$ cat config.mk
export PLATFORM = sky130hd
export DESIGN_NAME = rtck_core
export DESIGN_NICKNAME = d
export VERILOG_FILES = /design/src/logic/rtck_pkg.sv /design/src/logic/rtck_core.sv
export SDC_FILE = /design/constraint.sdc
export NUM_CORES = 1
export LEC_CHECK = 0
export ABC_CLOCK_PERIOD_IN_PS = 3150
export CAP_MARGIN = 20
export CORE_ASPECT_RATIO = 0.6
export CORE_MARGIN = 2
export CORE_UTILIZATION = 35
export CTS_BUF_LIST = sky130_fd_sc_hd__clkbuf_4
export DETAILED_ROUTE_END_ITERATION = 7
export DONT_BUFFER_PORTS = 1
export MAX_ROUTING_LAYER = met4
export PLACE_DENSITY_LB_ADDON = 0.08
export SLEW_MARGIN = 20
export SYNTH_ARGS = -nofsm -noshare
export SYNTH_HDL_FRONTEND = slang
export SYNTH_SLANG_ARGS = --single-unit
$ cat constraint.sdc
create_clock -name I_CLK_SYS -period 3.15 [get_ports I_CLK_SYS]
set_input_delay 0 -clock I_CLK_SYS [delete_from_list [all_inputs] [get_ports I_CLK_SYS]]
set_output_delay 0 -clock I_CLK_SYS [all_outputs]
set_load 0.05 [all_outputs]
$ cat src/logic/rtck_pkg.sv
// Purpose: Constants and types for the timekeeping core
// Assumes: 50 MHz system clock, 32.768 kHz crystal clock
// Notes:   Register addresses are 4-bit register indices
package rtck_pkg;
    // Clock rates and timing
    localparam int unsigned CLK_HZ     = 50_000_000;
    localparam int unsigned XTAL_HZ    = 32_768;
    localparam int unsigned OSC_CHK_MS = 5;
    localparam int unsigned OSC_CHK_CYC = (CLK_HZ / 1000) * OSC_CHK_MS;

    // Serial opcodes, arbitrary values
    localparam logic [7:0] OP_REG_WR = 8'h11;
    localparam logic [7:0] OP_REG_RD = 8'h12;

    // Register addresses
    localparam logic [3:0] A_FLAGS = 4'h0;
    localparam logic [3:0] A_CEN   = 4'h6;
    localparam logic [3:0] A_CAL   = 4'h8;
    localparam logic [3:0] A_SEC   = 4'h9;
    localparam logic [3:0] A_MIN   = 4'ha;
    localparam logic [3:0] A_HOUR  = 4'hb;
    localparam logic [3:0] A_WDAY  = 4'hc;
    localparam logic [3:0] A_DATE  = 4'hd;
    localparam logic [3:0] A_MON   = 4'he;
    localparam logic [3:0] A_YEAR  = 4'hf;
    localparam logic [3:0] A_MAX   = 4'hf;

    // Flag and calibration bit positions
    localparam int F_READ = 0;
    localparam int F_WRITE = 1;
    localparam int F_OSC_FAIL = 4;
    localparam int C_OSC_DIS = 7;

    // Writable bit masks, reserved bits read zero
    localparam logic [7:0] M_SEC  = 8'h7f;
    localparam logic [7:0] M_MIN  = 8'h7f;
    localparam logic [7:0] M_HOUR = 8'h3f;
    localparam logic [7:0] M_WDAY = 8'h07;
    localparam logic [7:0] M_DATE = 8'h3f;
    localparam logic [7:0] M_MON  = 8'h1f;
    localparam logic [7:0] M_CAL  = 8'hbf;
    localparam logic [7:0] M_ALL  = 8'hff;

    // BCD field limits
    localparam logic [7:0] B_ZERO = 8'h00;
    localparam logic [7:0] B_ONE  = 8'h01;
    localparam logic [7:0] B_59   = 8'h59;
    localparam logic [7:0] B_23   = 8'h23;
    localparam logic [7:0] B_7    = 8'h07;
    localparam logic [7:0] B_12   = 8'h12;
    localparam logic [7:0] B_99   = 8'h99;
    localparam logic [7:0] B_28   = 8'h28;
    localparam logic [7:0] B_29   = 8'h29;
    localparam logic [7:0] B_30   = 8'h30;
    localparam logic [7:0] B_31   = 8'h31;
    localparam logic [7:0] B_FEB  = 8'h02;
    localparam logic [7:0] B_APR  = 8'h04;
    localparam logic [7:0] B_JUN  = 8'h06;
    localparam logic [7:0] B_SEP  = 8'h09;
    localparam logic [7:0] B_NOV  = 8'h11;

    // Time of day and date, BCD
    typedef struct packed {
        logic [7:0] cen;
        logic [7:0] yr;
        logic [7:0] mon;
        logic [7:0] date;
        logic [7:0] wday;
        logic [7:0] hr;
        logic [7:0] min;
        logic [7:0] sec;
    } rtck_time_s;

    // Serial frame phase
    typedef enum logic [1:0] {
        SP_CMD  = 2'b00,
        SP_ADDR = 2'b01,
        SP_DATA = 2'b10,
        SP_IGN  = 2'b11
    } rtck_spi_e;
endpackage : rtck_pkg

$ cat src/logic/rtck_core.sv
// Purpose: Timekeeping core with serial register access
// Assumes: Serial clock and crystal are sampled by the system clock
// Notes:   Serial mode 0 only; addresses wrap within 0x0 to 0xf
`timescale 1ns/10ps
module rtck_core
    import rtck_pkg::*;
#(
    parameter int unsigned XTAL_DIV       = XTAL_HZ,
    parameter int unsigned OSC_CHK_CYCLES = OSC_CHK_CYC
) (
    // System
    input  wire logic I_CLK_SYS,
    input  wire logic I_RST_N,
    // Serial register port
    input  wire logic I_SPI_CS_N,
    input  wire logic I_SPI_SCK,
    input  wire logic I_SPI_SI,
    output logic      O_SPI_SO,
    output logic      O_SPI_SO_OE_N,
    // Crystal oscillator
    input  wire logic I_XTAL,
    output logic      O_OSC_EN
);
    localparam int PRE_W = $clog2(XTAL_DIV);
    localparam int CHK_W = $clog2(OSC_CHK_CYCLES + 1);
    localparam logic [PRE_W-1:0] PRE_LAST = PRE_W'(XTAL_DIV - 1);
    localparam logic [CHK_W-1:0] CHK_LAST = CHK_W'(OSC_CHK_CYCLES - 1);

    // BCD step: {carry, next}; bad nibbles run on to f
    function automatic logic [8:0] bcd_inc(input logic [7:0] v,
        input logic [7:0] mx, input logic [7:0] mn);
        logic [8:0] r;
        r = {1'b0, v};
        if (v == mx) begin
            r = {1'b1, mn};
        end else if (v[3:0] == 4'h9 || v[3:0] == 4'hf) begin
            r = {1'b0, v[7:4] + 4'h1, 4'h0};
        end else begin
            r = {1'b0, v[7:4], v[3:0] + 4'h1};
        end
        return r;
    endfunction : bcd_inc

    // BCD value divisible by four
    function automatic logic div4(input logic [7:0] v);
        logic d;
        d = v[4] ? (v[3:0] == 4'h2 || v[3:0] == 4'h6)
                 : (v[3:0] == 4'h0 || v[3:0] == 4'h4 || v[3:0] == 4'h8);
        return d;
    endfunction : div4

    // Last date of the month
    function automatic logic [7:0] last_day(input rtck_time_s t);
        logic [7:0] d;
        logic       leap;
        leap = (t.yr == B_ZERO) ? div4(t.cen) : div4(t.yr);
        case (t.mon)
            B_FEB:   d = leap ? B_29 : B_28;
            B_APR,
            B_JUN,
            B_SEP,
            B_NOV:   d = B_30;
            default: d = B_31;
        endcase
        return d;
    endfunction : last_day

    // Writable bits per address
    function automatic logic [7:0] wmask(input logic [3:0] a);
        logic [7:0] m;
        case (a)
            A_SEC:   m = M_SEC;
            A_MIN:   m = M_MIN;
            A_HOUR:  m = M_HOUR;
            A_WDAY:  m = M_WDAY;
            A_DATE:  m = M_DATE;
            A_MON:   m = M_MON;
            A_CAL:   m = M_CAL;
            default: m = M_ALL;
        endcase
        return m;
    endfunction : wmask

    logic [3:0]       sync1_q;
    logic [3:0]       sync2_q;
    logic             sck_d_q;
    logic             xtal_d_q;
    rtck_spi_e        spi_st_q;
    logic [2:0]       bit_q;
    logic [7:0]       shift_q;
    logic [3:0]       addr_q;
    logic             rd_mode_q;
    logic [7:0]       tx_q;
    logic             wr_stb_q;
    logic [3:0]       wr_addr_q;
    logic [7:0]       wr_data_q;
    rtck_time_s       cnt_q;
    rtck_time_s       cnt_d;
    rtck_time_s       usr_q;
    rtck_time_s       base_q;
    logic [7:0]       aux_q [0:7];
    logic [7:0]       cal_q;
    logic             rd_bit_q;
    logic             wr_bit_q;
    logic             fail_flag_q;
    logic             xfer_q;
    logic [PRE_W-1:0] pre_q;
    logic             tick_q;
    logic [CHK_W-1:0] chk_q;
    logic             chk_done_q;
    logic             seen_q;
    logic             fail_q;
    logic             cs_act;
    logic             sck_rise;
    logic             sck_fall;
    logic             xtal_rise;
    logic             osc_dis;
    logic [7:0]       rx_byte;
    logic [3:0]       rd_a;
    logic [7:0]       rd_d;
    logic [7:0]       wd;

    // Two-stage sync of {cs_n, sck, si, xtal}; pins are asynchronous
    always_ff @(posedge I_CLK_SYS) begin
        if (!I_RST_N) begin
            // Idle pin levels, so no false edge follows reset
            sync1_q  <= 4'h8;
            sync2_q  <= 4'h8;
            sck_d_q  <= 1'b0;
            xtal_d_q <= 1'b0;
        end else begin
            sync1_q  <= {I_SPI_CS_N, I_SPI_SCK, I_SPI_SI, I_XTAL};
            sync2_q  <= sync1_q;
            sck_d_q  <= sync2_q[2];
            xtal_d_q <= sync2_q[0];
        end
    end

    // Edge detection on synchronised pins
    assign cs_act    = ~sync2_q[3];
    assign sck_rise  = sync2_q[2] & ~sck_d_q;
    assign sck_fall  = ~sync2_q[2] & sck_d_q;
    assign xtal_rise = sync2_q[0] & ~xtal_d_q;
    assign rx_byte   = {shift_q[6:0], sync2_q[1]};
    assign osc_dis   = cal_q[C_OSC_DIS];
    assign wd        = wr_data_q & wmask(wr_addr_q);

    // Register read mux; next byte is fetched ahead of the shift
    assign rd_a = (spi_st_q == SP_ADDR) ? rx_byte[3:0] : addr_q + 4'h1;
    always_comb begin
        case (rd_a)
            A_FLAGS: rd_d = 8'h00 | ({7'h00, rd_bit_q} << F_READ)
                        | ({7'h00, wr_bit_q} << F_WRITE)
                        | ({7'h00, fail_flag_q} << F_OSC_FAIL);
            A_CAL:   rd_d = cal_q;
            A_CEN:   rd_d = usr_q.cen;
            A_SEC:   rd_d = usr_q.sec;
            A_MIN:   rd_d = usr_q.min;
            A_HOUR:  rd_d = usr_q.hr;
            A_WDAY:  rd_d = usr_q.wday;
            A_DATE:  rd_d = usr_q.date;
            A_MON:   rd_d = usr_q.mon;
            A_YEAR:  rd_d = usr_q.yr;
            default: rd_d = aux_q[rd_a[2:0]];
        endcase
    end

    // Serial frame: opcode, address, then a burst of data bytes
    always_ff @(posedge I_CLK_SYS) begin
        if (!I_RST_N) begin
            spi_st_q  <= SP_CMD;
            bit_q     <= 3'h0;
            shift_q   <= 8'h00;
            addr_q    <= 4'h0;
            rd_mode_q <= 1'b0;
            tx_q      <= 8'h00;
            wr_stb_q  <= 1'b0;
            wr_addr_q <= 4'h0;
            wr_data_q <= 8'h00;
        end else begin
            wr_stb_q <= 1'b0;
            if (!cs_act) begin
                spi_st_q <= SP_CMD;
                bit_q    <= 3'h0;
            end else if (sck_rise) begin
                bit_q   <= bit_q + 3'h1;
                shift_q <= rx_byte;
                if (bit_q == 3'h7) begin
                    case (spi_st_q)
                        SP_CMD: begin
                            rd_mode_q <= (rx_byte == OP_REG_RD);
                            spi_st_q  <= (rx_byte == OP_REG_RD ||
                                rx_byte == OP_REG_WR) ? SP_ADDR : SP_IGN;
                        end
                        SP_ADDR: begin
                            addr_q   <= rx_byte[3:0];
                            tx_q     <= rd_d;
                            // Outside 0x0 to 0xf the frame is dropped
                            spi_st_q <= (rx_byte > {4'h0, A_MAX})
                                ? SP_IGN : SP_DATA;
                        end
                        SP_DATA: begin
                            addr_q <= addr_q + 4'h1;
                            if (rd_mode_q) begin
                                tx_q <= rd_d;
                            end else begin
                                wr_stb_q  <= 1'b1;
                                wr_addr_q <= addr_q;
                                wr_data_q <= rx_byte;
                            end
                        end
                        default: ;
                    endcase
                end
            end else if (sck_fall && bit_q != 3'h0) begin
                // The fall right after a load keeps the new MSB on the pin
                tx_q <= {tx_q[6:0], 1'b0};
            end
        end
    end

    // Serial output, driven only in the read data phase
    assign O_SPI_SO      = tx_q[7];
    assign O_SPI_SO_OE_N = ~(cs_act & rd_mode_q & (spi_st_q == SP_DATA));

    // Flags: read and write bits always writable, the rest gated
    always_ff @(posedge I_CLK_SYS) begin
        if (!I_RST_N) begin
            rd_bit_q    <= 1'b0;
            wr_bit_q    <= 1'b0;
            fail_flag_q <= 1'b0;
            xfer_q      <= 1'b0;
        end else begin
            xfer_q <= wr_stb_q && wr_addr_q == A_FLAGS && wr_bit_q
                      && !wr_data_q[F_WRITE];
            if (wr_stb_q && wr_addr_q == A_FLAGS) begin
                rd_bit_q <= wr_data_q[F_READ];
                wr_bit_q <= wr_data_q[F_WRITE];
                if (wr_bit_q) begin
                    fail_flag_q <= wr_data_q[F_OSC_FAIL];
                end
            end
            // A failure in the clearing cycle still wins
            if (fail_q) begin
                fail_flag_q <= 1'b1;
            end
        end
    end

    // Calibration and oscillator disable, loaded under the write bit
    always_ff @(posedge I_CLK_SYS) begin
        if (!I_RST_N) begin
            cal_q <= 8'h00;
        end else if (wr_stb_q && wr_bit_q && wr_addr_q == A_CAL) begin
            cal_q <= wd;
        end
    end
    assign O_OSC_EN = ~osc_dis;

    // User-visible registers: host writes or a copy of the counters
    always_ff @(posedge I_CLK_SYS) begin
        if (!I_RST_N) begin
            usr_q <= '0;
            for (int i = 0; i < 8; i++) begin
                aux_q[i] <= 8'h00;
            end
        end else if (wr_stb_q && wr_bit_q) begin
            case (wr_addr_q)
                A_CEN:   usr_q.cen  <= wd;
                A_SEC:   usr_q.sec  <= wd;
                A_MIN:   usr_q.min  <= wd;
                A_HOUR:  usr_q.hr   <= wd;
                A_WDAY:  usr_q.wday <= wd;
                A_DATE:  usr_q.date <= wd;
                A_MON:   usr_q.mon  <= wd;
                A_YEAR:  usr_q.yr   <= wd;
                A_FLAGS,
                A_CAL:   ;
                default: aux_q[wr_addr_q[2:0]] <= wd;
            endcase
        end else if (!rd_bit_q && !wr_bit_q && !xfer_q) begin
            // Whole struct in one edge, so no torn time
            usr_q <= cnt_q;
        end
    end

    // Base time captured as the written values go live
    always_ff @(posedge I_CLK_SYS) begin
        if (!I_RST_N) begin
            base_q <= '0;
        end else if (xfer_q) begin
            base_q <= usr_q;
        end
    end

    // Crystal prescaler; cleared while stopped so restart takes 1 s
    always_ff @(posedge I_CLK_SYS) begin
        if (!I_RST_N) begin
            pre_q  <= '0;
            tick_q <= 1'b0;
        end else begin
            tick_q <= 1'b0;
            if (osc_dis) begin
                pre_q <= '0;
            end else if (xtal_rise) begin
                if (pre_q == PRE_LAST) begin
                    pre_q  <= '0;
                    tick_q <= 1'b1;
                end else begin
                    pre_q <= pre_q + 1'b1;
                end
            end
        end
    end

    // Power-on check: no crystal edge inside the window means failure unless the oscillator is disabled
    always_ff @(posedge I_CLK_SYS) begin
        if (!I_RST_N) begin
            chk_q      <= '0;
            chk_done_q <= 1'b0;
            seen_q     <= 1'b0;
            fail_q     <= 1'b0;
        end else begin
            fail_q <= 1'b0;
            if (xtal_rise) begin
                seen_q <= 1'b1;
            end
            if (!chk_done_q) begin
                chk_q <= chk_q + 1'b1;
                if (chk_q == CHK_LAST) begin
                    chk_done_q <= 1'b1;
                    fail_q <= !osc_dis && !seen_q
                              && !xtal_rise;
                end
            end
        end
    end

    // One-second cascade over the calendar fields
    always_comb begin
        logic       cy;
        logic [7:0] dmax;
        cy    = 1'b1;
        cnt_d = cnt_q;
        dmax  = last_day(cnt_q);
        {cy, cnt_d.sec} = bcd_inc(cnt_q.sec, B_59, B_ZERO);
        if (cy) begin
            {cy, cnt_d.min} = bcd_inc(cnt_q.min, B_59, B_ZERO);
        end
        if (cy) begin
            {cy, cnt_d.hr} = bcd_inc(cnt_q.hr, B_23, B_ZERO);
        end
        if (cy) begin
            // Weekday carry has no use, so only the digits are kept
            cnt_d.wday = 8'(bcd_inc(cnt_q.wday, B_7, B_ONE));
            {cy, cnt_d.date} = bcd_inc(cnt_q.date, dmax, B_ONE);
        end
        if (cy) begin
            {cy, cnt_d.mon} = bcd_inc(cnt_q.mon, B_12, B_ONE);
        end
        if (cy) begin
            {cy, cnt_d.yr} = bcd_inc(cnt_q.yr, B_99, B_ZERO);
        end
        if (cy) begin
            {cy, cnt_d.cen} = bcd_inc(cnt_q.cen, B_99, B_ZERO);
        end
    end

    // Running counters: failure reload, then transfer, then tick
    always_ff @(posedge I_CLK_SYS) begin
        if (!I_RST_N) begin
            cnt_q <= '0;
        end else if (fail_q) begin
            cnt_q <= base_q;
        end else if (xfer_q) begin
            // Transfer takes one cycle; host stores after it
            cnt_q <= usr_q;
        end else if (tick_q) begin
            cnt_q <= cnt_d;
        end
    end
endmodule : rtck_core

==> run metrics, run 1 <==
Post-layout nets 2126; Port Buffers 0; Worst setup SP type flip-flop; met2 wire length 21900 um; hold crit path type in -> reg; Crit Path Max Fanout 7; most frequent cells in the layout dfxtp_1, nor2_1, nand2_1; Setup CP Type reg -> reg; kind of cell adding the most delay to the critical path compound AO/OA/AOI/OAI gates; Filler cells 4854; register area share after synthesis 43.2%; CP endpoint kind flip-flop; DR WL/cell 21.4 um; Initial Util 35.5%; initial antenna violation count 4; placement-stage cell area 18100 um2; Finished Cell Area 19400 um2; Worst Max-Slew Pin Slew 0.795 ns; setup violators final 0; routed wire length 59500 um; H-Tree Depth 3; max incr delay on CP 0.55 ns; reg2reg start cnt_q[40]$_SDFFE_PN0P_; distinct cell type count after synthesis 76; area delta synth->final 14.2%; Worst-path clk slew 0.07 ns; commonest non-fill, non-tap cell in the layout dfxtp_1; Worst slew margin 47.0%; outcome finished, final reports clean; cell count of the worst hold path 4; syn_area_per_cell 8.51 um2; hold_sp I_RST_N; Hold Fails Final Rpt 0; Longest Clk Path Bufs 3; worst skew pair latency 0.85 ns; Placer Congestion 0.956; unrepaired setup endpoints after global routing true; Slew Viols, Final 0; crit path time final 2.90 ns; Critical Path, Cell by Cell inv_1 -> ha_1 -> and3_1 -> and3_1 -> or4_4 -> a21oi_2 -> o211ai_1 -> o32ai_1; Reg2Reg Setup Slack 0.25 ns; FF-to-FF path depth 8; Root Driver clkbuf_4; setup bufs post-CTS 0; First-pass DRT Iterations 7; EDFF count, synth 52; first-pass GRT wire length 90900 um; FF+latch count, synth 341; Hold Crit Endpoint chk_q[17]$_SDFFE_PN0N_; worst endpoint data arrival time 3.61 ns; multi-input logic area 9060 um2; Syn. warnings 0; M1 wire length 31900 um; core area 47900 um2; TritonCTS buffer count 90; Final Core Density 40.5%; die height 175 um; met3 routed WL 4940 um; Crit path depth 8; total gr overflow 0; layout cells sized above 1 13.1%; Synth Instances 2001; worst reg2reg path endpoint cnt_q[36]$_SDFFE_PN0P_; register area 7350 um2; Die X 289 um; Netlist Area Pre-Place 17000 um2; fin worst setup slack 0.251 ns; initial DRC count 1404; Vias/cell 5.50; maxcap violations 0; VDD IR-drop max 0.000233 V; via count 15300; GRT Total Usage 24.5%; cell mode on critical path and3_1; PD cells 450 nW/um2; slowest CP cell or4_4; fmax 0.345 GHz; pre-CTS WS 0.129 ns; dominant synthesized flop cell dfxtp_1; maximum number of pins on one net before global-route repair 114; fraction of registers with async set/reset 0%; critical path data required time 3.86 ns; placed insts 2609; Final period util 92.0%; Die ar. 50500 um2; DRC 0; Top Metal Used met4; Fin Clk Skew 0.0870 ns; # clock sinks 341; LEAKAGE 7.05 nW; row count 62; Routed Antenna Nets 0; CTS tree yes; vias in the first global route 14400; CP Buf/Inv Count 1; Post-Layout Cell Count 2784; boundary pin count 9; dpl hpwl 42000 um
[routing by layer]
layer	vias to the layer above	global-route usage, %
met3	74	6.53
met1	7424	38.6
met4	0	5.39
li1	7345	-
met2	473	29.8
met5	-	-
[through the flow]
step	setup TNS [ns]	total power [mW]	hold slack (ns)
floorplan	0	4.67	0.101
global placement	0	4.71	0.0967
detailed placement	0	4.71	0.0984
CTS	0	8.89	0.276
global route	-0.00225	9.14	0.327
finish	0	8.75	0.370
[area by class of cell]
cell class / instances / area share, %
inverters: 53 / 1.05
diodes: 2 / 0.0258
multi-input cells: 1483 / 46.6
repair buffers: 103 / 4.27
well taps: 640 / 4.12
clock inverters: 28 / 0.914
flip-flops and latches: 341 / 37.8
clock buffers: 134 / 5.18
[sequential cells by signal, summed over array words and instances (netlist names), 15 cells and up]
signal and cells:
usr_q 64, base_q 64, aux_q 52, cnt_q 64
pre_q 15, chk_q 18
[how the worst max path moves through the flow]
stage,from,end
after floorplan,cnt_q[40]$_SDFFE_PN0P_,cnt_q[56]$_SDFFE_PN0P_
after global placement,spi_st_q[1]$_SDFFE_PP0P_,tx_q[7]$_SDFFE_PN0P_
after detailed placement,spi_st_q[1]$_SDFFE_PP0P_,tx_q[7]$_SDFFE_PN0P_
after CTS,spi_st_q[1]$_SDFFE_PP0P_,tx_q[7]$_SDFFE_PN0P_
after global routing,cnt_q[48]$_SDFFE_PN0P_,cnt_q[36]$_SDFFE_PN0P_
final,cnt_q[40]$_SDFFE_PN0P_,cnt_q[36]$_SDFFE_PN0P_
[cell usage after synthesis (all sizes together), types with 4 or more instances]
cell | count | area share, %
a2111oi | 5 | 0.37
a211oi | 35 | 1.6
a21o | 5 | 0.22
a21oi | 172 | 5.1
a221o | 15 | 0.88
a22oi | 13 | 0.57
a2bb2oi | 11 | 0.57
a31oi | 25 | 0.92
a32oi | 4 | 0.21
and2 | 11 | 0.40
and3 | 19 | 0.70
buf | 21 | 0.49
clkbuf | 106 | 2.3
dfxtp | 289 | 34
edfxtp | 52 | 9.2
ha | 48 | 3.5
inv | 53 | 1.2
mux2 | 11 | 0.73
mux2i | 115 | 6.8
mux4 | 4 | 0.53
nand2 | 217 | 4.8
nand2b | 33 | 1.2
nand3 | 80 | 2.4
nand3b | 9 | 0.40
nand4 | 10 | 0.37
nand4b | 4 | 0.21
nor2 | 279 | 6.2
nor2b | 14 | 0.51
nor3 | 28 | 0.82
nor3b | 5 | 0.22
nor4 | 9 | 0.42
nor4b | 4 | 0.21
o211ai | 35 | 1.5
o21a | 5 | 0.22
o21ai | 114 | 3.4
o221ai | 8 | 0.41
o22ai | 10 | 0.37
o2bb2ai | 4 | 0.21
o31ai | 8 | 0.38
o32ai | 5 | 0.26
or2 | 4 | 0.15
or3 | 7 | 0.26
xnor2 | 22 | 1.1
xor2 | 28 | 1.4
[tightest hold or removal path: cells and delay by family]
kind / cells / cell delay, ns
compound gates: 1 / 0.06
buf+inv: 2 / 0.94
simple gates: 1 / 0.13
[cells by family after synthesis]
group                    count (synthesis)  synth area share (%)
AND/OR/NAND/NOR                        743                  19.7
multiplexers                           130                  8.02
flip-flops                             341                  43.2
XOR/XNOR                                50                  2.57
AO/OA/AOI/OAI                          508                  19.0
buffers and inverters                  180                  4.00
other                                    1                0.0220
adder cells (fa/ha/maj)                 48                  3.53
[repair_timing]
item / 4_1_cts / 5_1_grt
hold buffers: 11 / 0
resized for setup: 0 / 4
setup endpoints to repair: 0 / 6
endpoints found under the hold margin: 361 / 0
[power by group]
group	internal, mW	switching [mW]	leakage (nW)
Combinational	0.0507	0.127	3.49
Clock	2.11	1.99	0.689
Sequential	4.45	0.0206	2.87
Total	6.61	2.14	7.05
Power figures use the tool's default switching activity.
==> run 2, diff against run 1 <==
PLACE_DENSITY_LB_ADDON = unset   (was 0.08)
==> run 2 against run 1 <==
Setup slack lost 0.067 ns. Via count about the same. Global-route usage down 2.2 points. Sequential power hardly changed. Sequential share of layout area rose by 0.68 points. Die area did not move. Critical path depth unchanged. Fmax fell by 2.3%. Power is 4.7% lower. Worst hold slack better by 0.019 ns. Combinational power about the same. Largest power group unchanged. Highest routed layer unchanged.
==> run metrics, run 2 (same netlist as run 1, synthesis figures left out) <==
GRT Total Usage 22.3%; DR WL/cell 19.9 um; Placer Congestion 0.986; maxcap violations 0; Hold Crit Endpoint tx_q[6]$_SDFFE_PN0P_; CP endpoint kind flip-flop; Critical Path, Cell by Cell ha_1 -> mux2_2 -> buf_4 -> nor3_1 -> nand2_1 -> a31oi_1 -> nor4_1 -> a211oi_1; sequential share of power 53.6%; register area 7350 um2; First-pass DRT Iterations 6; VDD IR-drop max 0.000231 V; Setup crit start addr_q[0]$_SDFFE_PN0P_; hold crit path type in -> reg; Fin Setup TNS 0 ns; initial antenna violation count 1; Slew Viols, Final 0; Int Power 6.32 mW; area delta synth->final 12.2%; Post-layout nets 2099; first-pass GRT wire length 84800 um; commonest non-fill, non-tap cell in the layout dfxtp_1; worst skew pair latency 0.79 ns; NetSw 2.01 mW; biggest registers after layout base_q x64, cnt_q x64, usr_q x64; placed insts 2589; LEAKAGE 6.88 nW; dpl hpwl 37800 um; critical path data required time 3.84 ns; CTS tree yes; Routed Antenna Nets 0; slowest CP cell nor3_1; core area 47900 um2; Reg2Reg Setup Slack 0.18 ns; Worst setup SP type flip-flop; vias in the first global route 14300; reg2reg start addr_q[0]$_SDFFE_PN0P_; layout cells sized above 1 11.4%; row count 62; most frequent cells in the layout dfxtp_1, nor2_1, nand2_1; setup violators final 0; worst reg2reg path endpoint tx_q[5]$_SDFFE_PN0P_; Root Driver clkbuf_4; boundary pin count 9; Port Buffers 0; Hold Fails Final Rpt 0; Filler cells 4827; Worst-path clk slew 0.07 ns; Setup CP Type reg -> reg; maximum number of pins on one net before global-route repair 114; Die ar. 50500 um2; Worst Max-Slew Pin Slew 0.917 ns; TritonCTS buffer count 83; combinational fraction of design power 2.1%; max incr delay on CP 0.71 ns; crit path time final 2.97 ns; Clock Power Share 44.3%; Crit Path Max Fanout 21; H-Tree Depth 3; initial DRC count 1600; CP Buf/Inv Count 1; switching share of power 24.1%; Worst slew margin 38.9%; routed wire length 54500 um; hold_sp I_RST_N; kind of cell adding the most delay to the critical path simple AND/OR/NAND/NOR gates; fmax 0.337 GHz; total gr overflow 0; pre-CTS WS 0.260 ns; Post-Layout Cell Count 2740; FF-to-FF path depth 8; # clock sinks 341; unrepaired setup endpoints after global routing false; PD cells 437 nW/um2; via count 15300; worst endpoint data arrival time 3.65 ns; cell count of the worst hold path 3; outcome finished, final reports clean; Die X 289 um; fin worst setup slack 0.184 ns; die height 175 um; multi-input logic area 9030 um2; Vias/cell 5.59; Initial Util 35.5%; Final period util 94.1%; Fin Clk Skew 0.0389 ns; Longest Clk Path Bufs 3; DRC 0
-- run 2: cell count changes in the layout (fill, tap and decap cells not counted), moves of 2 or more --
cell	before	now
clkinv_2	4	2
clkinvlp_4	4	1
buf_4	91	70
clkinv_1	18	11
clkbuf_4	134	121
-- run 2: area by class of cell --
type | instances | share of cell area, %
Inverter | 53 | 1.07
Clock buffer | 121 | 4.76
Antenna cell | 2 | 0.0262
Tap cell | 640 | 4.19
Sequential cell | 341 | 38.5
Timing Repair Buffer | 83 | 3.63
Clock inverter | 17 | 0.505
Multi-Input combinational cell | 1483 | 47.3
-- run 2: metal layers --
| metal | wire length [um] | vias to the layer above | global-route usage [%] |
|---|---|---|---|
| li1 | - | 7278 | - |
| met3 | 5720 | 73 | 6.66 |
| met4 | 778 | 0 | 5.07 |
| met1 | 27600 | 7309 | 34.3 |
| met5 | 0 | - | - |
| met2 | 20400 | 653 | 27.5 |
-- run 2: worst max path at each step --
stage / depth (start not counted) / endpoint
final: 8 / tx_q[5]$_SDFFE_PN0P_
after global routing: 8 / tx_q[4]$_SDFFE_PN0P_
after CTS: 10 / tx_q[0]$_SDFFE_PN0P_
after detailed placement: 8 / tx_q[4]$_SDFFE_PN0P_
after global placement: 8 / tx_q[4]$_SDFFE_PN0P_
after floorplan: 8 / cnt_q[56]$_SDFFE_PN0P_
-- run 2: repair_timing --
item / CTS / global route
gates resized for setup: 0 / 1
endpoints found under the setup margin: 0 / 1
buffers inserted: 0 / 0
hold endpoints to repair: 242 / 0
hold buffers: 11 / 0
-- run 2: worst min-delay path, delay by kind of cell --
kind / cells / cell delay [ns]
buffers and inverters: 2 / 0.89
AO/OA/AOI/OAI: 1 / 0.19
-- run 2: power groups by stage --
stage               registers, mW  logic, mW  clock network [mW]
CTS                          4.46      0.174                3.79
global route                 4.47      0.193                3.99
floorplan                    4.56      0.113                   0
global placement             4.56      0.133                   0
finish                       4.46      0.175                3.70
detailed placement           4.56      0.135                   0
-- run 2: through the flow --
step | cell area, um2 | power (mW) | utilization [%] | hold slack, ns
CTS | 19100 | 8.42 | 39.8 | 0.341
global route | 19100 | 8.65 | 39.8 | 0.400
detailed placement | 18000 | 4.70 | 37.5 | 0.110
finish | 19100 | 8.34 | 39.8 | 0.389
floorplan | 17000 | 4.67 | - | 0.101
global placement | 18000 | 4.70 | 37.5 | 0.110
==> run 3, diff against run 2 <==
BUFFER_PORTS_ARGS = -buffer_cell sky130_fd_sc_hd__buf_4   (was unset)
DONT_BUFFER_PORTS = unset   (was 1)
==> run 3 against run 2 <==
Power rose by 3.4%. Combinational power hardly changed. Sequential share of layout area shrank 0.43 points. Die area unchanged. Global-route usage grew 0.21 points. Critical path type unchanged. Clock power increased by 7.3%. Sequential power about the same. Non-clock buffer count increased by 14. Highest routed layer unchanged. Sequential cell count stayed put.
==> run metrics, run 3 (same netlist as run 1, synthesis figures left out) <==
hold crit path type in -> reg; met2 Usage GRT 26.5%; Die ar. 50500 um2; maxcap violations 0; initial antenna violation count 4; TritonCTS buffer count 86; first-pass GRT wire length 85000 um; Slew Viols, Final 0; worst skew pair latency 0.80 ns; Hold Fails Final Rpt 0; First-pass DRT Iterations 5; die height 175 um; boundary pin count 9; critical path data required time 3.82 ns; Die X 289 um; PD cells 446 nW/um2; DRC 0; H-Tree Depth 3; row count 62; Final Power 8.62 mW; Final period util 92.3%; Crit Path Max Fanout 7; Worst slew margin 36.5%; pre-CTS WS 0.296 ns; Initial Util 35.5%; outcome finished, final reports clean; LEAKAGE 6.99 nW; Root Driver clkbuf_4; fin worst setup slack 0.242 ns; CTS tree yes; met3 Use GR 8.97%; Worst Max-Slew Pin Slew 0.952 ns; most frequent cells in the layout dfxtp_1, nor2_1, nand2_1; CP endpoint kind flip-flop; biggest registers after layout base_q x64, cnt_q x64, usr_q x64; layout cells sized above 1 12.1%; fmax 0.344 GHz; GRT busiest layer met1; total gr overflow 0; routed wire length 55500 um; max incr delay on CP 0.54 ns; crit path time final 2.91 ns; Post-Layout Cell Count 2762; Placer Congestion 1.02; via count 15500; setup bufs post-CTS 0; Worst-path clk slew 0.07 ns; setup violators final 0; placed insts 2602; core area 47900 um2; Port Buffers 8; Fin Clk Skew 0.0490 ns; slowest CP cell or4_4; commonest non-fill, non-tap cell in the layout dfxtp_1; GR Util met1 34.2%; Setup CP Type reg -> reg; VDD IR-drop max 0.000266 V; worst endpoint data arrival time 3.58 ns; Routed Antenna Nets 0; Critical Path, Cell by Cell inv_1 -> ha_1 -> mux2i_1 -> o2bb2ai_1 -> and3_1 -> or4_4 -> a21oi_2 -> o211ai_1 -> o32ai_1; # clock sinks 341; Post-layout nets 2116; dpl hpwl 38500 um; GRT Total Usage 22.5%; maximum number of pins on one net before global-route repair 195; Worst setup SP type flip-flop; Longest Clk Path Bufs 3; initial DRC count 1744; vias in the first global route 14000; Vias/cell 5.61; area delta synth->final 13.4%; DR WL/cell 20.1 um
## run 3: changes by cell type in the layout (fill, tap and decap cells not counted), moves of 2 or more
cell / before / now
buf_4: 70 / 81
clkinv_2: 2 / 4
dlygate4sd3_1: 10 / 12
bufinv_16: 1 / 3
clkinv_1: 11 / 14
buf_12: 2 / 4
clkbuf_4: 121 / 123
## run 3: final cells by class
type	count	area (um2)
inverters	53	204
well taps	640	801
fillers	4872	28600
repair buffers	97	808
clock buffers	123	923
diodes	2	5.00
multi-input cells	1483	9040
flip-flops and latches	341	7350
clock inverters	23	178
## run 3: power breakdown
group | internal (mW) | switching, mW | leakage, nW
sequential | 4.45 | 0.0198 | 2.87
clock | 2.04 | 1.94 | 0.649
combinational | 0.0518 | 0.124 | 3.47
## run 3: through the flow
| step | hold WS, ns | setup TNS, ns | util, % | area [um2] |
|---|---|---|---|---|
| 6_report | 0.211 | 0 | 40.3 | 19300 |
| 3_3_place_gp | 0.189 | 0 | 37.7 | 18100 |
| 4_1_cts | 0.125 | 0 | 40.3 | 19300 |
| 5_1_grt | 0.173 | -0.00222 | 40.3 | 19300 |
| 2_1_floorplan | 0.101 | 0 | - | 17000 |
| 3_5_place_dp | 0.189 | 0 | 37.7 | 18100 |
## run 3: timing repair
item | 4_1_cts | 5_1_grt
hold endpoints to repair | 52 | 0
resized for setup | 0 | 1
endpoints found under the setup margin | 0 | 1
hold buffers | 12 | 0
## run 3: critical path, delay by kind of cell (launching register included)
kind                       cells  cell delay [ns]
adders and majority gates      1             0.25
AOI/OAI and AO/OA              4             1.08
muxes                          1             0.14
DFF                            1             0.44
buffers and inverters          1             0.12
and+or+nand+nor                2             0.76
## run 3: final timing paths
path / end / slack, ns / from / depth (start not counted)
setup / recovery: cnt_q[36]$_SDFFE_PN0P_ / 0.24 / cnt_q[48]$_SDFFE_PN0P_ / 9
hold / removal: sync2_q[3]$_SDFF_PN1_ / 0.21 / I_RST_N / 3
setup reg to reg: cnt_q[36]$_SDFFE_PN0P_ / 0.24 / cnt_q[48]$_SDFFE_PN0P_ / 9
hold reg to reg: sync2_q[3]$_SDFF_PN1_ / 0.41 / sync1_q[3]$_SDFF_PN1_ / 1
## run 3: routing by layer
layer  up-vias  share of wire, %  routed length, um
met5         -                 0                  0
met4         0               1.4                752
met3        73                12               6640
met2       658                36              20200
met1      7418                50              27900
li1       7343                 -                  -
